`src/eacsd_defines.vh`:
```
`ifndef EACSD_DEFINES_VH
`define EACSD_DEFINES_VH

// ********************************************************************
// Register map, 5-bit word index on the register port.
// ********************************************************************
`define EACSD_AREA_BASE_OFS 2'h0
`define EACSD_AREA_MASK_OFS 2'h1
`define EACSD_AREA_CTRL_OFS 2'h2
`define EACSD_FALLBACK_CTRL_ADDR 5'h10
`define EACSD_PAGE_ROM_ADDR 5'h11
`define EACSD_STATUS_ADDR 5'h12

// ********************************************************************
// Area control word fields.
// ********************************************************************
`define EACSD_WR_WAIT_LSB 0
`define EACSD_RD_WAIT_LSB 4
`define EACSD_WIDTH_LSB 8
`define EACSD_MEM_TYPE_LSB 12
`define EACSD_DECODE_SEL_BIT 14
`define EACSD_ENABLE_BIT 15

// ********************************************************************
// Encodings and reset values.
// ********************************************************************
`define EACSD_WIDTH_8 2'h0
`define EACSD_WIDTH_16 2'h1
`define EACSD_WIDTH_32 2'h2
`define EACSD_WAIT_EXTERNAL 3'h4
`define EACSD_CTRL_RESET 16'h0000
`define EACSD_AREA2_CTRL_RESET 16'h8000
`define EACSD_BASE_RESET 8'h00
`define EACSD_MASK_RESET 16'h0000
`define EACSD_PAGE_ROM_RESET 3'h0
`define EACSD_PAGE_ENABLE_BIT 0

`endif

```
`src/eacsd_memory_controller.v`:
```
// The plain strobed port and the register offsets were chosen for this implementation.
`default_nettype none
`include "eacsd_defines.vh"

module eacsd_memory_controller (
  // Clock, reset and clock enable.
  input wire i_clk,
  input wire i_reset_n,
  input wire i_ce,
  // Register port.
  input wire [4:0] i_reg_addr,
  input wire [15:0] i_reg_wdata,
  input wire i_reg_wr,
  input wire i_reg_rd,
  output reg [15:0] o_reg_rdata,
  // Boot strap pins.
  input wire [1:0] i_boot_width_pins,
  // Internal processor bus.
  input wire i_bus_req,
  input wire i_bus_write,
  input wire [23:0] i_bus_addr,
  input wire i_int_io_hit,
  input wire i_int_mem_hit,
  output wire o_bus_ready,
  output reg [1:0] o_bus_width,
  // External memory side.
  input wire i_wait_n,
  output reg [3:0] o_area_select_n,
  output reg o_fallback_select_n,
  output reg o_rd_n,
  output reg o_wr_n
);

  // ******************************************************************
  // States.
  // ******************************************************************
  localparam [2:0] S_IDLE = 3'b001;
  localparam [2:0] S_STROBE = 3'b010;
  localparam [2:0] S_XWAIT = 3'b100;

  // ******************************************************************
  // Configuration registers.
  // ******************************************************************
  reg [7:0] base_reg [0:3];
  reg [15:0] mask_reg [0:3];
  reg [15:0] ctrl_reg [0:3];
  reg [15:0] fallback_ctrl_reg;
  reg [2:0] page_rom_reg;
  reg boot_pending_reg;
  reg [1:0] boot_width_reg;

  // ******************************************************************
  // Bus cycle state.
  // ******************************************************************
  reg [2:0] state_reg;
  reg [2:0] state_next;
  reg [1:0] wait_cnt_reg;
  reg ext_wait_reg;
  reg [23:0] last_rd_addr_reg;
  reg [4:0] last_rd_sel_reg;
  reg last_rd_valid_reg;

  wire [1:0] area_idx;
  wire [1:0] area_field;
  wire area_space;
  wire [3:0] area_match;

  // Index bit 4 clear selects the area space, bits 3..2 the area, bits 1..0 the register.
  assign area_idx = i_reg_addr[3:2];
  assign area_field = i_reg_addr[1:0];
  assign area_space = ~i_reg_addr[4];

  // ******************************************************************
  // Address decode per area.
  // ******************************************************************
  genvar g;
  generate
    for (g = 0; g < 4; g = g + 1) begin : g_area
      wire [23:0] base_full;
      wire [23:0] ignore_full;
      wire enabled;
      wire full_space;
      // Bases sit on 64 Kbyte steps, so the low sixteen address bits are zero.
      assign base_full = {base_reg[g], 16'h0000};
      if (g == 0) begin : g_a0
        // Mask bits 12..0 cover A20..A8; the low byte is never compared.
        assign ignore_full = {3'h0, mask_reg[g][12:0], 8'hff};
      end else if (g == 1) begin : g_a1
        // One mask bit stands for the whole A15..A9 group in this area.
        assign ignore_full = {2'h0, mask_reg[g][7:2], {7{mask_reg[g][1]}},
          mask_reg[g][0], 8'hff};
      end else begin : g_a23
        // Mask bits 7..0 cover A22..A15; A23 is always compared.
        assign ignore_full = {1'b0, mask_reg[g][7:0], 15'h7fff};
      end
      assign enabled = ctrl_reg[g][`EACSD_ENABLE_BIT];
      // Area 2 alone may span the whole space, as it does straight after reset.
      assign full_space = (g == 2) && !ctrl_reg[g][`EACSD_DECODE_SEL_BIT];
      assign area_match[g] = enabled && (full_space ||
        (((i_bus_addr ^ base_full) & ~ignore_full) == 24'h000000));
    end
  endgenerate

  // ******************************************************************
  // Priority selection of the area for the current request.
  // ******************************************************************
  reg [4:0] sel;
  reg [15:0] sel_ctrl;
  reg [2:0] sel_wait;
  reg page_hit;
  reg page_same;
  always @* begin
    sel = 5'h00;
    if (i_int_io_hit || i_int_mem_hit) begin
      sel = 5'h00;
    end else if (area_match[0]) begin
      sel = 5'h01;
    end else if (area_match[1]) begin
      sel = 5'h02;
    end else if (area_match[2]) begin
      sel = 5'h04;
    end else if (area_match[3]) begin
      sel = 5'h08;
    end else begin
      sel = 5'h10;
    end
    case (sel)
      5'h01: sel_ctrl = ctrl_reg[0];
      5'h02: sel_ctrl = ctrl_reg[1];
      5'h04: sel_ctrl = ctrl_reg[2];
      5'h08: sel_ctrl = ctrl_reg[3];
      default: sel_ctrl = fallback_ctrl_reg;
    endcase
    if (i_bus_write) begin
      sel_wait = sel_ctrl[`EACSD_WR_WAIT_LSB +: 3];
    end else begin
      sel_wait = sel_ctrl[`EACSD_RD_WAIT_LSB +: 3];
    end
    // A reserved page size never hits, so such reads keep their full wait count.
    page_same = 1'b0;
    case (page_rom_reg[2:1])
      2'h0: page_same = (last_rd_addr_reg[23:2] == i_bus_addr[23:2]);
      2'h1: page_same = (last_rd_addr_reg[23:3] == i_bus_addr[23:3]);
      2'h2: page_same = (last_rd_addr_reg[23:4] == i_bus_addr[23:4]);
      default: page_same = 1'b0;
    endcase
    page_hit = page_rom_reg[`EACSD_PAGE_ENABLE_BIT] && !i_bus_write &&
      last_rd_valid_reg && (last_rd_sel_reg == sel) && page_same;
  end

  wire start;
  wire finish;
  wire fixed_done;
  wire ext_done;
  assign start = (state_reg == S_IDLE) && i_bus_req && (sel != 5'h00);
  // A fixed count ends once it has run out; the external line can hold it only in external wait mode.
  assign fixed_done = (state_reg == S_STROBE) && (wait_cnt_reg == 2'h0) &&
    !(ext_wait_reg && !i_wait_n);
  assign ext_done = (state_reg == S_XWAIT) && i_wait_n;
  assign finish = fixed_done || ext_done;
  // Ready is held back while the clock enable is low: the sequencer stands
  // still then, and the bus must not see the same end of access twice.
  assign o_bus_ready = finish && i_ce;

  // ******************************************************************
  // Wait count loaded when an access starts.
  // ******************************************************************
  reg [1:0] wait_load;
  reg ext_load;
  always @* begin
    wait_load = 2'h0;
    ext_load = 1'b0;
    if (page_hit) begin
      wait_load = 2'h0;
    end else if (sel_wait >= `EACSD_WAIT_EXTERNAL) begin
      ext_load = 1'b1;
    end else begin
      wait_load = sel_wait[1:0];
    end
  end

  // ******************************************************************
  // Bus cycle sequencer.
  // ******************************************************************
  always @* begin
    state_next = state_reg;
    case (state_reg)
      S_IDLE: begin
        if (start) begin
          state_next = S_STROBE;
        end
      end
      S_STROBE: begin
        // Out of fixed waits with the external line low: go to S_XWAIT until it rises.
        if (finish) begin
          state_next = S_IDLE;
        end else if (wait_cnt_reg == 2'h0) begin
          state_next = S_XWAIT;
        end
      end
      S_XWAIT: begin
        if (finish) begin
          state_next = S_IDLE;
        end
      end
      default: begin
        state_next = S_IDLE;
      end
    endcase
  end

  // ******************************************************************
  // Bus outputs and wait counter.
  // ******************************************************************
  always @(posedge i_clk or negedge i_reset_n) begin
    if (!i_reset_n) begin
      state_reg <= S_IDLE;
      wait_cnt_reg <= 2'h0;
      ext_wait_reg <= 1'b0;
      o_area_select_n <= 4'hf;
      o_fallback_select_n <= 1'b1;
      o_rd_n <= 1'b1;
      o_wr_n <= 1'b1;
      o_bus_width <= `EACSD_WIDTH_8;
      last_rd_addr_reg <= 24'h000000;
      last_rd_sel_reg <= 5'h00;
      last_rd_valid_reg <= 1'b0;
    end else if (i_ce) begin
      state_reg <= state_next;
      if (start) begin
        // Selects and strobes fall together here and rise together at the end.
        o_area_select_n <= ~sel[3:0];
        o_fallback_select_n <= ~sel[4];
        o_rd_n <= i_bus_write;
        o_wr_n <= ~i_bus_write;
        o_bus_width <= sel_ctrl[`EACSD_WIDTH_LSB +: 2];
        wait_cnt_reg <= wait_load;
        ext_wait_reg <= ext_load;
        if (!i_bus_write) begin
          last_rd_addr_reg <= i_bus_addr;
          last_rd_sel_reg <= sel;
          last_rd_valid_reg <= 1'b1;
        end
      end else if (state_reg == S_STROBE && wait_cnt_reg != 2'h0) begin
        wait_cnt_reg <= wait_cnt_reg - 2'h1;
      end
      if (finish) begin
        o_area_select_n <= 4'hf;
        o_fallback_select_n <= 1'b1;
        o_rd_n <= 1'b1;
        o_wr_n <= 1'b1;
      end
      // A register write may move an area or its page size, so the page memory is dropped.
      if (i_reg_wr) begin
        last_rd_valid_reg <= 1'b0;
      end
    end
  end

  // ******************************************************************
  // Register writes and boot width capture.
  // ******************************************************************
  wire hit_fallback;
  wire hit_page_rom;
  wire hit_status;
  assign hit_fallback = (i_reg_addr == `EACSD_FALLBACK_CTRL_ADDR);
  assign hit_page_rom = (i_reg_addr == `EACSD_PAGE_ROM_ADDR);
  assign hit_status = (i_reg_addr == `EACSD_STATUS_ADDR);

  integer k;
  always @(posedge i_clk or negedge i_reset_n) begin
    if (!i_reset_n) begin
      for (k = 0; k < 4; k = k + 1) begin
        base_reg[k] <= `EACSD_BASE_RESET;
        mask_reg[k] <= `EACSD_MASK_RESET;
        ctrl_reg[k] <= `EACSD_CTRL_RESET;
      end
      // Only area 2 comes out of reset enabled, spanning the whole space.
      ctrl_reg[2] <= `EACSD_AREA2_CTRL_RESET;
      fallback_ctrl_reg <= `EACSD_CTRL_RESET;
      page_rom_reg <= `EACSD_PAGE_ROM_RESET;
      boot_pending_reg <= 1'b1;
      boot_width_reg <= `EACSD_WIDTH_8;
    end else if (i_ce) begin
      // The straps count only at the first enabled edge; later pin changes are ignored.
      if (boot_pending_reg) begin
        boot_pending_reg <= 1'b0;
        boot_width_reg <= i_boot_width_pins;
        ctrl_reg[2][`EACSD_WIDTH_LSB +: 2] <= i_boot_width_pins;
      end
      if (i_reg_wr) begin
        if (area_space) begin
          case (area_field)
            `EACSD_AREA_BASE_OFS: base_reg[area_idx] <= i_reg_wdata[7:0];
            `EACSD_AREA_MASK_OFS: mask_reg[area_idx] <= i_reg_wdata;
            `EACSD_AREA_CTRL_OFS: ctrl_reg[area_idx] <= i_reg_wdata;
            default: begin
            end
          endcase
        end else if (hit_fallback) begin
          fallback_ctrl_reg <= i_reg_wdata;
        end else if (hit_page_rom) begin
          page_rom_reg <= i_reg_wdata[2:0];
        end
      end
    end
  end

  // ******************************************************************
  // Register read data, valid in the cycle after the read strobe.
  // ******************************************************************
  reg [15:0] rd_value;
  wire [15:0] status_word;
  // Status layout: boot straps in 9..8, fallback in 6, area selects in 5..2,
  // busy in 1 and external wait mode in 0; bit 7 and the top bits read zero.
  assign status_word = {
    6'h00,
    boot_width_reg,
    1'b0,
    ~o_fallback_select_n,
    ~o_area_select_n,
    (state_reg != S_IDLE),
    ext_wait_reg
  };
  always @* begin
    rd_value = 16'h0000;
    if (area_space) begin
      case (area_field)
        `EACSD_AREA_BASE_OFS: rd_value = {8'h00, base_reg[area_idx]};
        `EACSD_AREA_MASK_OFS: rd_value = mask_reg[area_idx];
        `EACSD_AREA_CTRL_OFS: rd_value = ctrl_reg[area_idx];
        default: rd_value = 16'h0000;
      endcase
    end else if (hit_fallback) begin
      rd_value = fallback_ctrl_reg;
    end else if (hit_page_rom) begin
      rd_value = {13'h0000, page_rom_reg};
    end else if (hit_status) begin
      rd_value = status_word;
    end
  end

  always @(posedge i_clk or negedge i_reset_n) begin
    if (!i_reset_n) begin
      o_reg_rdata <= 16'h0000;
    // Data are taken only on a read strobe, so they stand until the next read.
    end else if (i_ce && i_reg_rd) begin
      o_reg_rdata <= rd_value;
    end
  end

endmodule // eacsd_memory_controller
`default_nettype wire

```
`config.mk`:
```
export PLATFORM = sky130hd
export DESIGN_NAME = eacsd_memory_controller
export DESIGN_NICKNAME = d
export VERILOG_FILES = /design/src/eacsd_memory_controller.v
export VERILOG_INCLUDE_DIRS = /design/src
export SDC_FILE = /design/constraint.sdc
export NUM_CORES = 1
export LEC_CHECK = 0
export BUFFER_PORTS_ARGS = -buffer_cell sky130_fd_sc_hd__buf_2
export CAP_MARGIN = 40
export CORE_ASPECT_RATIO = 0.9
export CORE_MARGIN = 2
export CORE_UTILIZATION = 30
export CTS_CLUSTER_SIZE = 12
export DETAILED_ROUTE_END_ITERATION = 16
export PLACE_DENSITY = 0.55
export SLEW_MARGIN = 20
export SYNTH_ARGS = -nofsm -noshare
export SYNTH_HDL_FRONTEND = slang
export SYNTH_SLANG_ARGS = --single-unit
```
`constraint.sdc`:
```
create_clock -name i_clk -period 6.6 [get_ports i_clk]
set_clock_uncertainty 0.05 [all_clocks]
set_input_delay 1.32 -clock i_clk [delete_from_list [all_inputs] [get_ports i_clk]]
set_output_delay 1.32 -clock i_clk [all_outputs]
set_load 0.02 [all_outputs]
```
==> run summary, run 1 <==
The flow ran to the end, and the final reports show no timing, DRC or antenna violations. The die boundary width works out to 214 µm. The library cell with the largest summed area after synthesis was sky130_fd_sc_hd__dfrtp_1. STA classifies the critical path startpoint as an input pin. The floorplan step defined a die boundary enclosing 41400 µm². The CTS clock-pin slew for the worst setup and hold paths was 60 ps; the footprint of the multi-input gates was 5560 µm². The clock period could shrink to 3720 ps.

The tools report the placed cell area as 13000 µm². Summed over all layers, the routed wires come to 33400 µm. The starting density of the core was 30.3%.

The number of synthesized flops with an enable pin came out at 0. The run gives 6040 µm² as the combined flip-flop and latch cell area. The most repeated library cell on the critical path was sky130_fd_sc_hd__xnor2_1.

The tools report the overall fraction of global-route tracks in use as 16.3%. When the netlist entered floorplanning its net count stood at 1023. The cell count after synthesis came out at 965.

Entering global routing, the biggest net connects 159 pins. For this run, the number of Yosys warnings is 0. In the post-synthesis netlist, the biggest area contributors are sky130_fd_sc_hd__dfrtp_1 (48%), sky130_fd_sc_hd__mux2_2 (17%), sky130_fd_sc_hd__mux4_2 (7.6%), sky130_fd_sc_hd__nand2_1 (3.7%), sky130_fd_sc_hd__xnor2_1 (3.2%). The routed layout has 8125 vias. In this run the worst path has a maximum fanout of 10. The slowest stage of the critical path is the sky130_fd_sc_hd__nor4b_4 cell. The buffer count from post-CTS setup fixing is 0.

By instance count, the leading cell after synthesis is sky130_fd_sc_hd__dfrtp_1. Setup violations remaining at the end of the flow were counted as 0. Core region area: 39400 µm².

The number of levels in the clock H-tree is 1, and the remaining routing DRC violations is 0. The number of endpoints with negative hold slack in the final report was 0. The worst setup path is of the in -> reg kind.

TritonCTS created 29 clock buffers. The first global-routing pass estimated 51800 µm of wire. Excluding fillers, the count of instances in the completed layout stands at 1593. The number of max-cap violations is 0, and the number of global-route vias before repair is 8441. Summed over all layers, the global routing overflow is 0. The logs give 3 for the number of antenna violations at the first check in global routing and 6980 ps for the required arrival time at the worst endpoint.

The congestion estimate from routability-driven global placement came to 0.770. After layout, the worst path uses 56.4% of the clock period. TritonCTS built the clock tree. Of the synthesized area, sequential elements account for 50.7%. The signal on the critical path passes through buf_2, xnor2_1, o22ai_1, nor4_4, a222oi_1, nor4b_4, xnor2_1, nand4_1, o211ai_1, o21ai_1.

Setup repair after global routing left no endpoint under its margin. Number of DRC violations after detailed-routing iteration 0: 667. After synthesis the cells add up to 11900 µm². The area growth from synthesis to layout is 16.7%. The count of standard-cell rows was 69; the total design power was 0.00427 W. For the worst setup path, the data arrival time is 4100 ps. The commonest cells after synthesis are sky130_fd_sc_hd__dfrtp_1 (231), sky130_fd_sc_hd__mux2_2 (179), sky130_fd_sc_hd__nand2_1 (116).

The net count of the finished layout is 1097. For the pin with the worst max-slew slack, the measured transition is 969 ps. The share of async-settable or async-resettable flops after synthesis works out to 100%. Hold buffer count at CTS: 0. After detailed placement, the design holds a cell count of 1540. For this design the static power due to leakage is 6.25 nW.

The estimated wirelength of the detail-placed design is 23600 µm. Number of clock sinks seen by CTS: 241. Clock latency on the worst-skew pair, taken at its later pin, is 560 ps.

Once layout is done, the placed cells without fillers occupy 13900 µm². The synthesized design contains 241 register bits. The overall die height was 193 µm. The number of inserted diodes was 0.

The first-pass iteration count of the detailed router is 5, and the number of flip-flops in the largest register is 64. The tools report the top achievable clock speed as 0.269 GHz. The fraction of final layout cells sized beyond drive strength 1 works out to 36.5%. The count of instances resized after the clock tree is built is 0, and the number of buffers between clock root and the deepest sink is 3. Hold is met by 424 ps. The filler cells instantiated in the layout total 3883.

In this design, the stage delay of the slowest critical-path cell is 810 ps. The critical path buffer and inverter count works out to 1. Broken down by cell family, the worst path's largest delay share belongs to simple AND/OR/NAND/NOR gates. For the remaining max-slew budget at the tightest pin, the log shows 35.4%.

Using the TritonRoute via totals, the vias-per-cell ratio works out to 5.10. After routing, the total negative slack on setup checks comes to 0 ps. Summed over its instances, the top area cell type makes up 48.5% of the synthesized netlist area. Dividing the detail-routed wire length by the instance count gives 21.0 µm. The count of final max-slew check failures is 0. In this run the worst hold path is classified as reg -> reg. The power density over the cells is 307 nW/µm², and the peak supply drop is 189 µV. The tools report the endpoint kind of the worst setup timing path as a flop. The logs give 56 for the number of different library cells in the post-synthesis netlist and 83 for the number of primary I/O pins. The average instance area after synthesis came out at 12.4 µm². In this run the remaining antenna-violating nets after routing total 0.

Port buffering added 80 buffers. Among all flip-flop cells after synthesis, the most frequent one is sky130_fd_sc_hd__dfrtp_1. The root buffer cell chosen for the clock tree is sky130_fd_sc_hd__clkbuf_16.
[worst paths after layout]
path	startpoint	end	slack (ps)	cells after the start
setup / recovery	i_bus_addr[17]	wait_cnt_reg[1]	2880	10
hold / removal	o_reg_rdata[3]	o_reg_rdata[3]	420	2
setup reg to reg	base_reg[25]	wait_cnt_reg[1]	3440	9
hold reg to reg	o_reg_rdata[3]	o_reg_rdata[3]	420	2
max in group asynchronous	i_reset_n	fallback_ctrl_reg[10]	4420	2
min in group asynchronous	i_reset_n	last_rd_addr_reg[22]	700	1
[per-layer routing]
layer	GRT usage [%]	share of wire (%)
met1	22.2	45
met2	27.1	47
met3	2.76	5.5
met4	4.09	2.2
met5	0	0.063
[power breakdown]
part           internal (W)  switching, W  total (W)
registers           0.00175      0.000187    0.00193
clock network      0.000946      0.000621    0.00157
logic              0.000373      0.000396   0.000769
[cells by family (layout without fill, tap and decap cells)]
group / count (synthesis) / count (layout) / synth area share (%)
compound gates: 142 / 142 / 7.92
xor+xnor: 59 / 59 / 4.52
fa+ha+maj: 1 / 1 / 0.105
buf+inv: 74 / 170 / 2.88
flops: 241 / 241 / 50.7
mux: 228 / 228 / 25.2
simple gates: 220 / 220 / 8.67
[tightest hold or removal path: stages (launching register included)]
cell,delay [ps]
sky130_fd_sc_hd__dfrtp_1,330
sky130_fd_sc_hd__nand2_1,50
sky130_fd_sc_hd__o21ai_0,60
[layout by cell type, fill, tap and decap left out, types with 16 or more instances in the layout]
cell type	count
sky130_fd_sc_hd__mux4_2	40
sky130_fd_sc_hd__o22ai_1	16
sky130_fd_sc_hd__xnor2_1	43
sky130_fd_sc_hd__buf_2	79
sky130_fd_sc_hd__dfrtp_1	231
sky130_fd_sc_hd__nor2_1	31
sky130_fd_sc_hd__mux2_2	179
sky130_fd_sc_hd__clkbuf_16	29
sky130_fd_sc_hd__a21oi_1	28
sky130_fd_sc_hd__nand2_1	116
sky130_fd_sc_hd__o21ai_0	38
[area by class of cell]
type                    count  share of cell area [%]
repair buffers            103                    4.72
clock inverters             9                   0.791
well taps                 532                    4.78
multi-input cells         650                    39.9
flip-flops and latches    241                    43.4
clock buffers              44                    5.98
inverters                  14                   0.378
[per-stage QoR]
| step | setup WS (ps) | util [%] |
|---|---|---|
| CTS | 2940 | 35.4 |
| detailed placement | 2410 | 33.0 |
| global route | 2770 | 35.4 |
| floorplan | 2880 | - |
| finish | 2880 | 35.4 |
| global placement | 2180 | 32.6 |
Note: power is estimated with default switching activity, not from simulation.
==> inputs of run 2 (changes only) <==
ABC_AREA = 1   (was unset)
PLACE_DENSITY = 0.57   (was 0.55)
clock period = 3.4 ns   (was 6.6 ns; I/O delays follow)
==> run summary, run 2 <==
Layout-stage area growth over the synthesis result: 16.1%. The tools report the count of antenna-violating nets left after detailed routing as 0 (unchanged). The number of buffers inserted during clock tree synthesis is 27 (-6.9%), and the overall fraction of global-route tracks in use is 19.0% (+2.8 points).

Leaving out fill and tap cells, the most frequent cells in the layout are sky130_fd_sc_hd__nand2_1 (408), sky130_fd_sc_hd__o21ai_0 (245), sky130_fd_sc_hd__dfrtp_1 (231). The power density over the cells works out to 584 nW/µm² (+90%). The residual overflow from global routing is 0 (unchanged), and the pin count of the biggest net entering global routing is 86 (-46%).

Synthesized-area fraction occupied by adder cells: 0.104% (-0.00080 points). The layout filler cell count was 4168 (+7.3%); the wire length reported by the detailed router was 39700 µm (+19%). The number of antenna violations at the first check in global routing came out at 0 (-3).

The number of levels in the clock H-tree was 1 (unchanged); the count of standard-cell rows was 69 (unchanged). The mean routed wirelength per cell was 18.7 µm (-11%); the estimated wirelength of the detail-placed design was 28400 µm (+20%). The cell count after synthesis is 1498 (+55%), and the total design power is 0.00814 W (+91%).

Subtracting the final worst setup slack from the clock period gives 3010 ps. Setup repair after global routing left no endpoint under its margin. The number of endpoints with negative hold slack in the final report is 0 (unchanged), and the mux contribution to synthesized area is 0% (-25 points).

STA classifies the critical path startpoint as a flop. The logs give 5 (unchanged) for the first-pass iteration count of the detailed router and 0.905 (+17%) for the placer congestion estimate. The maximum fanout along the worst path came out at 8 (-2). The total of endpoints with negative setup slack in the final report came out at 0 (unchanged). The wire length of the first global-routing pass came out at 62400 µm (+21%). The tools report the worst hold margin as 77.2 ps (-347 ps).

The count of final max-slew check failures was 0 (unchanged); the CTS clock-pin slew for the worst setup and hold paths was 60 ps (about the same). The number of synthesized flops with an enable pin is 0 (unchanged). Net count after synthesis: 1556 (+52%). In the finished design, the share of the clock period the worst path needs comes to 88.5%.

Post-synthesis xor/xnor area fraction: 0.937% (-3.6 points). The number of global-route vias before repair came out at 10462 (+24%). The run gives 333 µV (+76%) as the peak supply drop. Leaving out fill and tap cells, the most frequent cell in the layout is sky130_fd_sc_hd__nand2_1. The number of max-cap violations came out at 0 (unchanged). For the combined flip-flop and latch cell area, the log shows 6040 µm² (unchanged). The final net count came out at 1629 (+48%). For the count of instances resized after the clock tree is built, the log shows 0 (unchanged). The starting density of the core was 30.5% (+0.17 points); the die boundary width was 215 µm (+0.37%). The run finished with clean final reports. The tools report the core region area as 39500 µm² (+0.22%). The run gives 241 (unchanged) as the number of clock sinks seen by CTS.

The remaining routing DRC violations is 0 (unchanged). The class of the tightest hold or removal check is in -> async. The share of async-settable or async-resettable flops after synthesis is 100% (unchanged), and the number of primary I/O pins is 83 (unchanged).

The die area is 41700 µm² (+0.75%), and the post-synthesis compound-gate area fraction is 19.9% (+12 points). The overall die height works out to 194 µm (+0.37%). TritonCTS built the clock tree. The tools report the total number of vias as 10818 (+33%). Top achievable clock speed: 0.332 GHz. In the synthesized netlist the dominant register cell turns out to be sky130_fd_sc_hd__dfrtp_1.

By count the netlist is led by sky130_fd_sc_hd__nand2_1 (408), sky130_fd_sc_hd__o21ai_0 (245), sky130_fd_sc_hd__dfrtp_1 (231). The post-layout instance area came out at 14000 µm² (+0.26%). The total of warnings raised by yosys came out at 0 (unchanged). The tools report the clock root buffer as sky130_fd_sc_hd__clkbuf_16. By startpoint and endpoint, the worst setup path is classified as reg -> out.

The average instance area after synthesis came out at 8.02 µm² (-35%). The most numerous cell in the Yosys netlist is sky130_fd_sc_hd__nand2_1. The insertion delay of the later-clocked pin in the worst-skew pair was 540 ps (-20 ps); the sequential-to-total area share from yosys stat was 50.3% (-0.39 points). The number of storage elements in the synthesis netlist is 241 (unchanged), and the placed cell area is 13100 µm² (+0.89%). Number of inserted diodes: 0 (unchanged). The actual slew at the worst max-slew pin came out at 731 ps (-238 ps). The leakage power came out at 6.41 nW (+2.5%).

Fraction of final layout cells sized beyond drive strength 1: 13.8% (-23 points). The worst setup path is captured at an output pin. The total negative slack is 0 ps (unchanged), and the arrival time at the worst endpoint is 2280 ps (-1820 ps). The cell area after technology mapping is 12000 µm² (+0.77%).

By area, the combinational part of the netlist is dominated by simple AND/OR/NAND/NOR gates. The worst setup slack before clock tree synthesis was 557 ps (-1860 ps). For the number of different library cells in the post-synthesis netlist, the log shows 47 (-16%). Buffer count from post-CTS setup fixing: 0 (unchanged).

Number of flip-flops in the largest register: 64 (unchanged). sky130_fd_sc_hd__dfrtp_1 takes more of the synthesized area than any other cell. The remaining max-slew budget at the tightest pin is 51.3% (+16 points).

The fraction of the mapped netlist area in simple logic gates works out to 21.2% (+13 points). The number of DRC violations after detailed-routing iteration 0 is 1145 (+72%), and the mean number of vias per cell is 5.10 (about the same). The tools report the setup slack of the critical path after layout as 390 ps (-2490 ps). The proportion of netlist area held by the largest area contributor was 48.1% (-0.37 points). In the post-synthesis netlist, the biggest area contributors are sky130_fd_sc_hd__dfrtp_1 (48%), sky130_fd_sc_hd__nand2_1 (13%), sky130_fd_sc_hd__o21ai_0 (10%), sky130_fd_sc_hd__inv_1 (4.3%), sky130_fd_sc_hd__a22oi_1 (3.2%). The number of buffers between clock root and the deepest sink was 3 (unchanged); the hold buffer count at CTS was 0 (unchanged). The number of port buffers came out at 80 (unchanged). The footprint of the multi-input gates came out at 5060 µm² (-8.8%).

For the required arrival time at the worst endpoint, the log shows 2670 ps (-4310 ps).
run 2: cell count changes after synthesis, sizes merged, moves of 20 or more:
| cell | before | now |
|---|---|---|
| a21oi | 28 | 55 |
| a22oi | 6 | 52 |
| clkbuf | 39 | 59 |
| inv | 14 | 154 |
| mux2 | 179 | 0 |
| mux4 | 40 | 0 |
| nand2 | 116 | 418 |
| nand3 | 8 | 57 |
| nor2 | 32 | 86 |
| o21ai | 41 | 254 |
| xnor2 | 46 | 4 |
run 2: final cells by class:
class,count,share of cell area (%)
Clock inverter,4,0.556
Multi-Input combinational cell,1027,36.3
Clock buffer,43,5.63
Timing Repair Buffer,120,5.27
Tap cell,532,4.77
Inverter,154,4.16
Sequential cell,241,43.3
run 2: worst paths after layout:
check	startpoint	to	slack (ps)	depth (start not counted)
worst min register to register	o_reg_rdata[9]	o_reg_rdata[9]	430	2
worst min-delay path	i_reset_n	last_rd_addr_reg[8]	80	1
max in group asynchronous	i_reset_n	ctrl_reg[31]	2350	2
worst max register to register	state_reg[0]	last_rd_addr_reg[19]	930	10
min in group i_clk	i_bus_addr[3]	last_rd_addr_reg[3]	330	3
worst max-delay path	state_reg[2]	o_bus_ready	390	6
run 2: power by group:
part,switching (W),total (W),internal (W),leakage [nW]
clock network,0.00117,0.00289,0.00172,0.419
registers,0.000356,0.00375,0.00339,3.16
logic,0.000953,0.00150,0.000551,2.83
total,0.00248,0.00814,0.00567,6.41
run 2: critical path, cell delays in order, from the launching register on:
cell and delay, ps:
sky130_fd_sc_hd__dfrtp_1 420, sky130_fd_sc_hd__nor3_1 340, sky130_fd_sc_hd__nand2_1 80, sky130_fd_sc_hd__nor2_1 90
sky130_fd_sc_hd__a21oi_1 70, sky130_fd_sc_hd__nor2_1 470, sky130_fd_sc_hd__buf_2 270
run 2: cell families (layout without fill, tap and decap cells):
logic type                 Yosys count  count (layout)
AOI/OAI and AO/OA                  420             420
buffers and inverters              230             321
and+or+nand+nor                    594             594
xor gates and xnor gates            12              12
adders and majority gates            1               1
DFF                                241             241
run 2: metrics by stage:
stage	utilization, %	cells
after floorplan	-	1498
after global placement	33.2	2074
after detailed placement	33.2	2074
after CTS	35.4	2121
after global routing	35.4	2121
final	35.4	2121
run 2: routing by layer:
metal	global-route usage, %	vias up	part of all wire, %
li1	-	5121	-
met1	27.3	5245	46
met2	30.0	379	45
met3	2.42	73	5.9
met4	5.76	0	3.0
met5	0	-	0
==> inputs of run 3 (changes only) <==
ABC_CLOCK_PERIOD_IN_PS = 3200   (was unset)
PLACE_DENSITY = 0.55   (was 0.57)
clock period = 3.2 ns   (was 3.4 ns; I/O delays follow)
==> run summary, run 3 (same netlist as run 2, synthesis figures left out) <==
The number of flip-flops in the largest register was 64 (unchanged). The run gives 47.3% (+1.3 points) as the sequential fraction of design power. In this run the worst hold path is classified as in -> reg.

The overall die height was 194 µm (unchanged); the total of endpoints with negative setup slack in the final report was 0 (unchanged). The number of inserted diodes came out at 0 (unchanged). The remaining routing DRC violations was 0 (unchanged). The worst hold margin is 286 ps (+209 ps), and the die boundary width is 215 µm (unchanged). The final net count is 1630 (+0.061%), and the met1 usage in global routing is 27.9% (+0.56 points). The number of port buffers was 80 (unchanged).

The critical path class was reg -> out. Mean number of vias per cell: 5.04 (-1.1%). The wire length of the first global-routing pass came out at 62500 µm (+0.18%). The logs give 363 µV (+9.1%) for the peak supply drop and 0.00265 W (+6.9%) for the reported net switching power. The number of buffers inserted during clock tree synthesis is 27 (unchanged). Internal power component: 0.00576 W (+1.7%). The run gives 1 (unchanged) as the number of levels in the clock H-tree. For the buffer count from post-CTS setup fixing, the log shows 0 (unchanged). Switching share of total power: 31.5% (+1.1 points). The placer congestion estimate was 0.909 (+0.42%). The mean routed wirelength per cell was 18.8 µm (+0.21%); the actual slew at the worst max-slew pin was 830 ps (+98.6 ps).

STA classifies the critical path endpoint as an output pin. The combinational cell fraction of total power is 18.9% (+0.4 points). The clock network fraction of design power was 33.8% (-1.7 points); the starting density of the core was 30.5% (unchanged). The tools report the wire length reported by the detailed router as 39800 µm (+0.21%).

The fraction of met2 tracks used by global routing was 30.1% (+0.13 points); the core region area was 39500 µm² (unchanged). The cell count of the worst reg-to-reg path was 15 (+5). The power density over the cells works out to 606 nW/µm² (+3.9%). The number of buffers between clock root and the deepest sink was 3 (unchanged). The commonest non-fill, non-tap cell in the layout is sky130_fd_sc_hd__nand2_1. For the insertion delay of the later-clocked pin in the worst-skew pair, the log shows 550 ps (about the same). The tools report the clock root buffer as sky130_fd_sc_hd__clkbuf_16. Slack of the worst reg-to-reg path: 900 ps (-30 ps). For the remaining max-slew budget at the tightest pin, the log shows 44.6% (-6.7 points). The final critical path takes up 89.0% of the cycle.

The leakage power is 6.37 nW (-0.60%). For the arrival time at the worst endpoint, the log shows 2160 ps (-120 ps). Setup repair after global routing left no endpoint under its margin.

Derived from the worst setup path, the maximum achievable clock frequency is 0.351 GHz. The count of final max-slew check failures came out at 0 (unchanged). The total negative slack was 0 ps (unchanged); the clock period minus worst slack was 2850 ps.

For the die area, the log shows 41700 µm² (unchanged). Most used routing layer: met2. Hold-critical path endpoint: last_rd_addr_reg[4]. The tools report the final non-filler cell total as 2121 (unchanged). The layout filler cell count was 4217 (+1.2%). The logs give 19.1% (+0.091 points) for the overall fraction of global-route tracks in use and 66 (-23%) for the pin count of the biggest net entering global routing. The logs give 0 (unchanged) for the residual overflow from global routing and 83 (unchanged) for the number of primary I/O pins. The CTS clock-pin slew for the worst setup and hold paths was 60 ps (about the same); the estimated wirelength of the detail-placed design was 28300 µm (-0.24%). The number of endpoints with negative hold slack in the final report was 0 (unchanged). For the count of antenna-violating nets left after detailed routing, the log shows 0 (unchanged). The logs give 241 (unchanged) for the number of clock sinks seen by CTS and 69 (unchanged) for the count of standard-cell rows. The number of DRC violations after detailed-routing iteration 0 is 942 (-18%). TritonCTS built the clock tree. Required arrival time at the worst endpoint: 2510 ps (-160 ps).

The number of antenna violations at the first check in global routing is 0 (unchanged), and the total instance count after detailed placement is 2074 (unchanged). The total number of vias came out at 10700 (-1.1%). The layout-stage area growth over the synthesis result was 15.5%; the maximum fanout along the worst path was 8 (unchanged). Along the worst hold path, the cell count comes to 3.

Global-route met3 utilization: 2.59% (+0.17 points). In the layout the commonest cells are sky130_fd_sc_hd__nand2_1 (408), sky130_fd_sc_hd__o21ai_0 (245), sky130_fd_sc_hd__dfrtp_1 (231). The tools report the endpoint of the most critical register-to-register path as wait_cnt_reg[0]. The fraction of final layout cells sized beyond drive strength 1 works out to 13.8% (+0.063 points).

The first-pass iteration count of the detailed router is 6 (+1). The start point of the worst min-delay path was i_bus_addr[4]. STA classifies the critical path startpoint as a flop. Startpoint of the worst-slack reg-to-reg timing path: base_reg[1]. The run finished with clean final reports. The number of global-route vias before repair was 10432 (-0.29%); the number of max-cap violations was 0 (unchanged).
## run 3: changes by cell type in the layout (fill, tap and decap cells not counted), moves of 2 or more
cell,previous run,this run
sky130_fd_sc_hd__clkinvlp_4,0,2
sky130_fd_sc_hd__clkbuf_8,5,1
sky130_fd_sc_hd__bufinv_16,2,0
sky130_fd_sc_hd__clkinv_2,0,5
## run 3: cell type report
cell class | instances | area, µm² | share of cell area [%]
Clock buffer | 38 | 727 | 5.24
Clock inverter | 8 | 48.8 | 0.352
Inverter | 154 | 581 | 4.18
Multi-Input combinational cell | 1027 | 5070 | 36.5
Sequential cell | 241 | 6040 | 43.5
Tap cell | 532 | 666 | 4.80
Timing Repair Buffer | 121 | 746 | 5.37
## run 3: power by group through the flow
| stage | Sequential, W | Combinational, W | Clock [W] |
|---|---|---|---|
| after floorplan | 0.00399 | 0.00102 | 0 |
| after global placement | 0.00400 | 0.00156 | 0 |
| after detailed placement | 0.00402 | 0.00159 | 0 |
| after CTS | 0.00397 | 0.00160 | 0.00291 |
| after global routing | 0.00405 | 0.00182 | 0.00303 |
| final | 0.00398 | 0.00159 | 0.00284 |
## run 3: worst max-delay path by stage
stage / to / slack [ps] / from / depth (start not counted)
final: o_bus_ready / 350 / state_reg[2] / 6
after global routing: o_bus_ready / 150 / state_reg[2] / 6
after CTS: o_bus_ready / 100 / state_reg[2] / 6
after detailed placement: o_reg_rdata[4] / 440 / i_reg_addr[2] / 8
after global placement: o_reg_rdata[4] / 420 / i_reg_addr[2] / 8
after floorplan: wait_cnt_reg[0] / 1030 / i_bus_addr[21] / 15
## run 3: repair_timing
item	CTS	global route
hold buffers	1	0
gates resized for setup	0	1
endpoints found under the setup margin	0	1
endpoints found under the hold margin	8	0
## run 3: through the flow
| step | power [W] | worst slack (ps) | instance area, µm² | util [%] |
|---|---|---|---|---|
| detailed placement | 0.00561 | 437 | 13100 | 33.2 |
| floorplan | 0.00501 | 1030 | 12000 | - |
| finish | 0.00841 | 351 | 13900 | 35.2 |
| CTS | 0.00848 | 99.8 | 13900 | 35.2 |
| global route | 0.00890 | 151 | 13900 | 35.2 |
| global placement | 0.00556 | 423 | 13100 | 33.2 |
## run 3: layer usage
metal	vias up	part of all wire, %
li1	5119	-
met1	5184	48
met2	340	44
met3	57	5.6
met4	0	2.3
met5	-	0
## run 3: worst max-delay path: stages (launching register included)
cell and delay [ps]:
sky130_fd_sc_hd__dfrtp_1 410, sky130_fd_sc_hd__nor3_1 330, sky130_fd_sc_hd__nand2_1 90, sky130_fd_sc_hd__nor2_1 90, sky130_fd_sc_hd__a21oi_1 70, sky130_fd_sc_hd__nor2_2 360, sky130_fd_sc_hd__buf_2 250
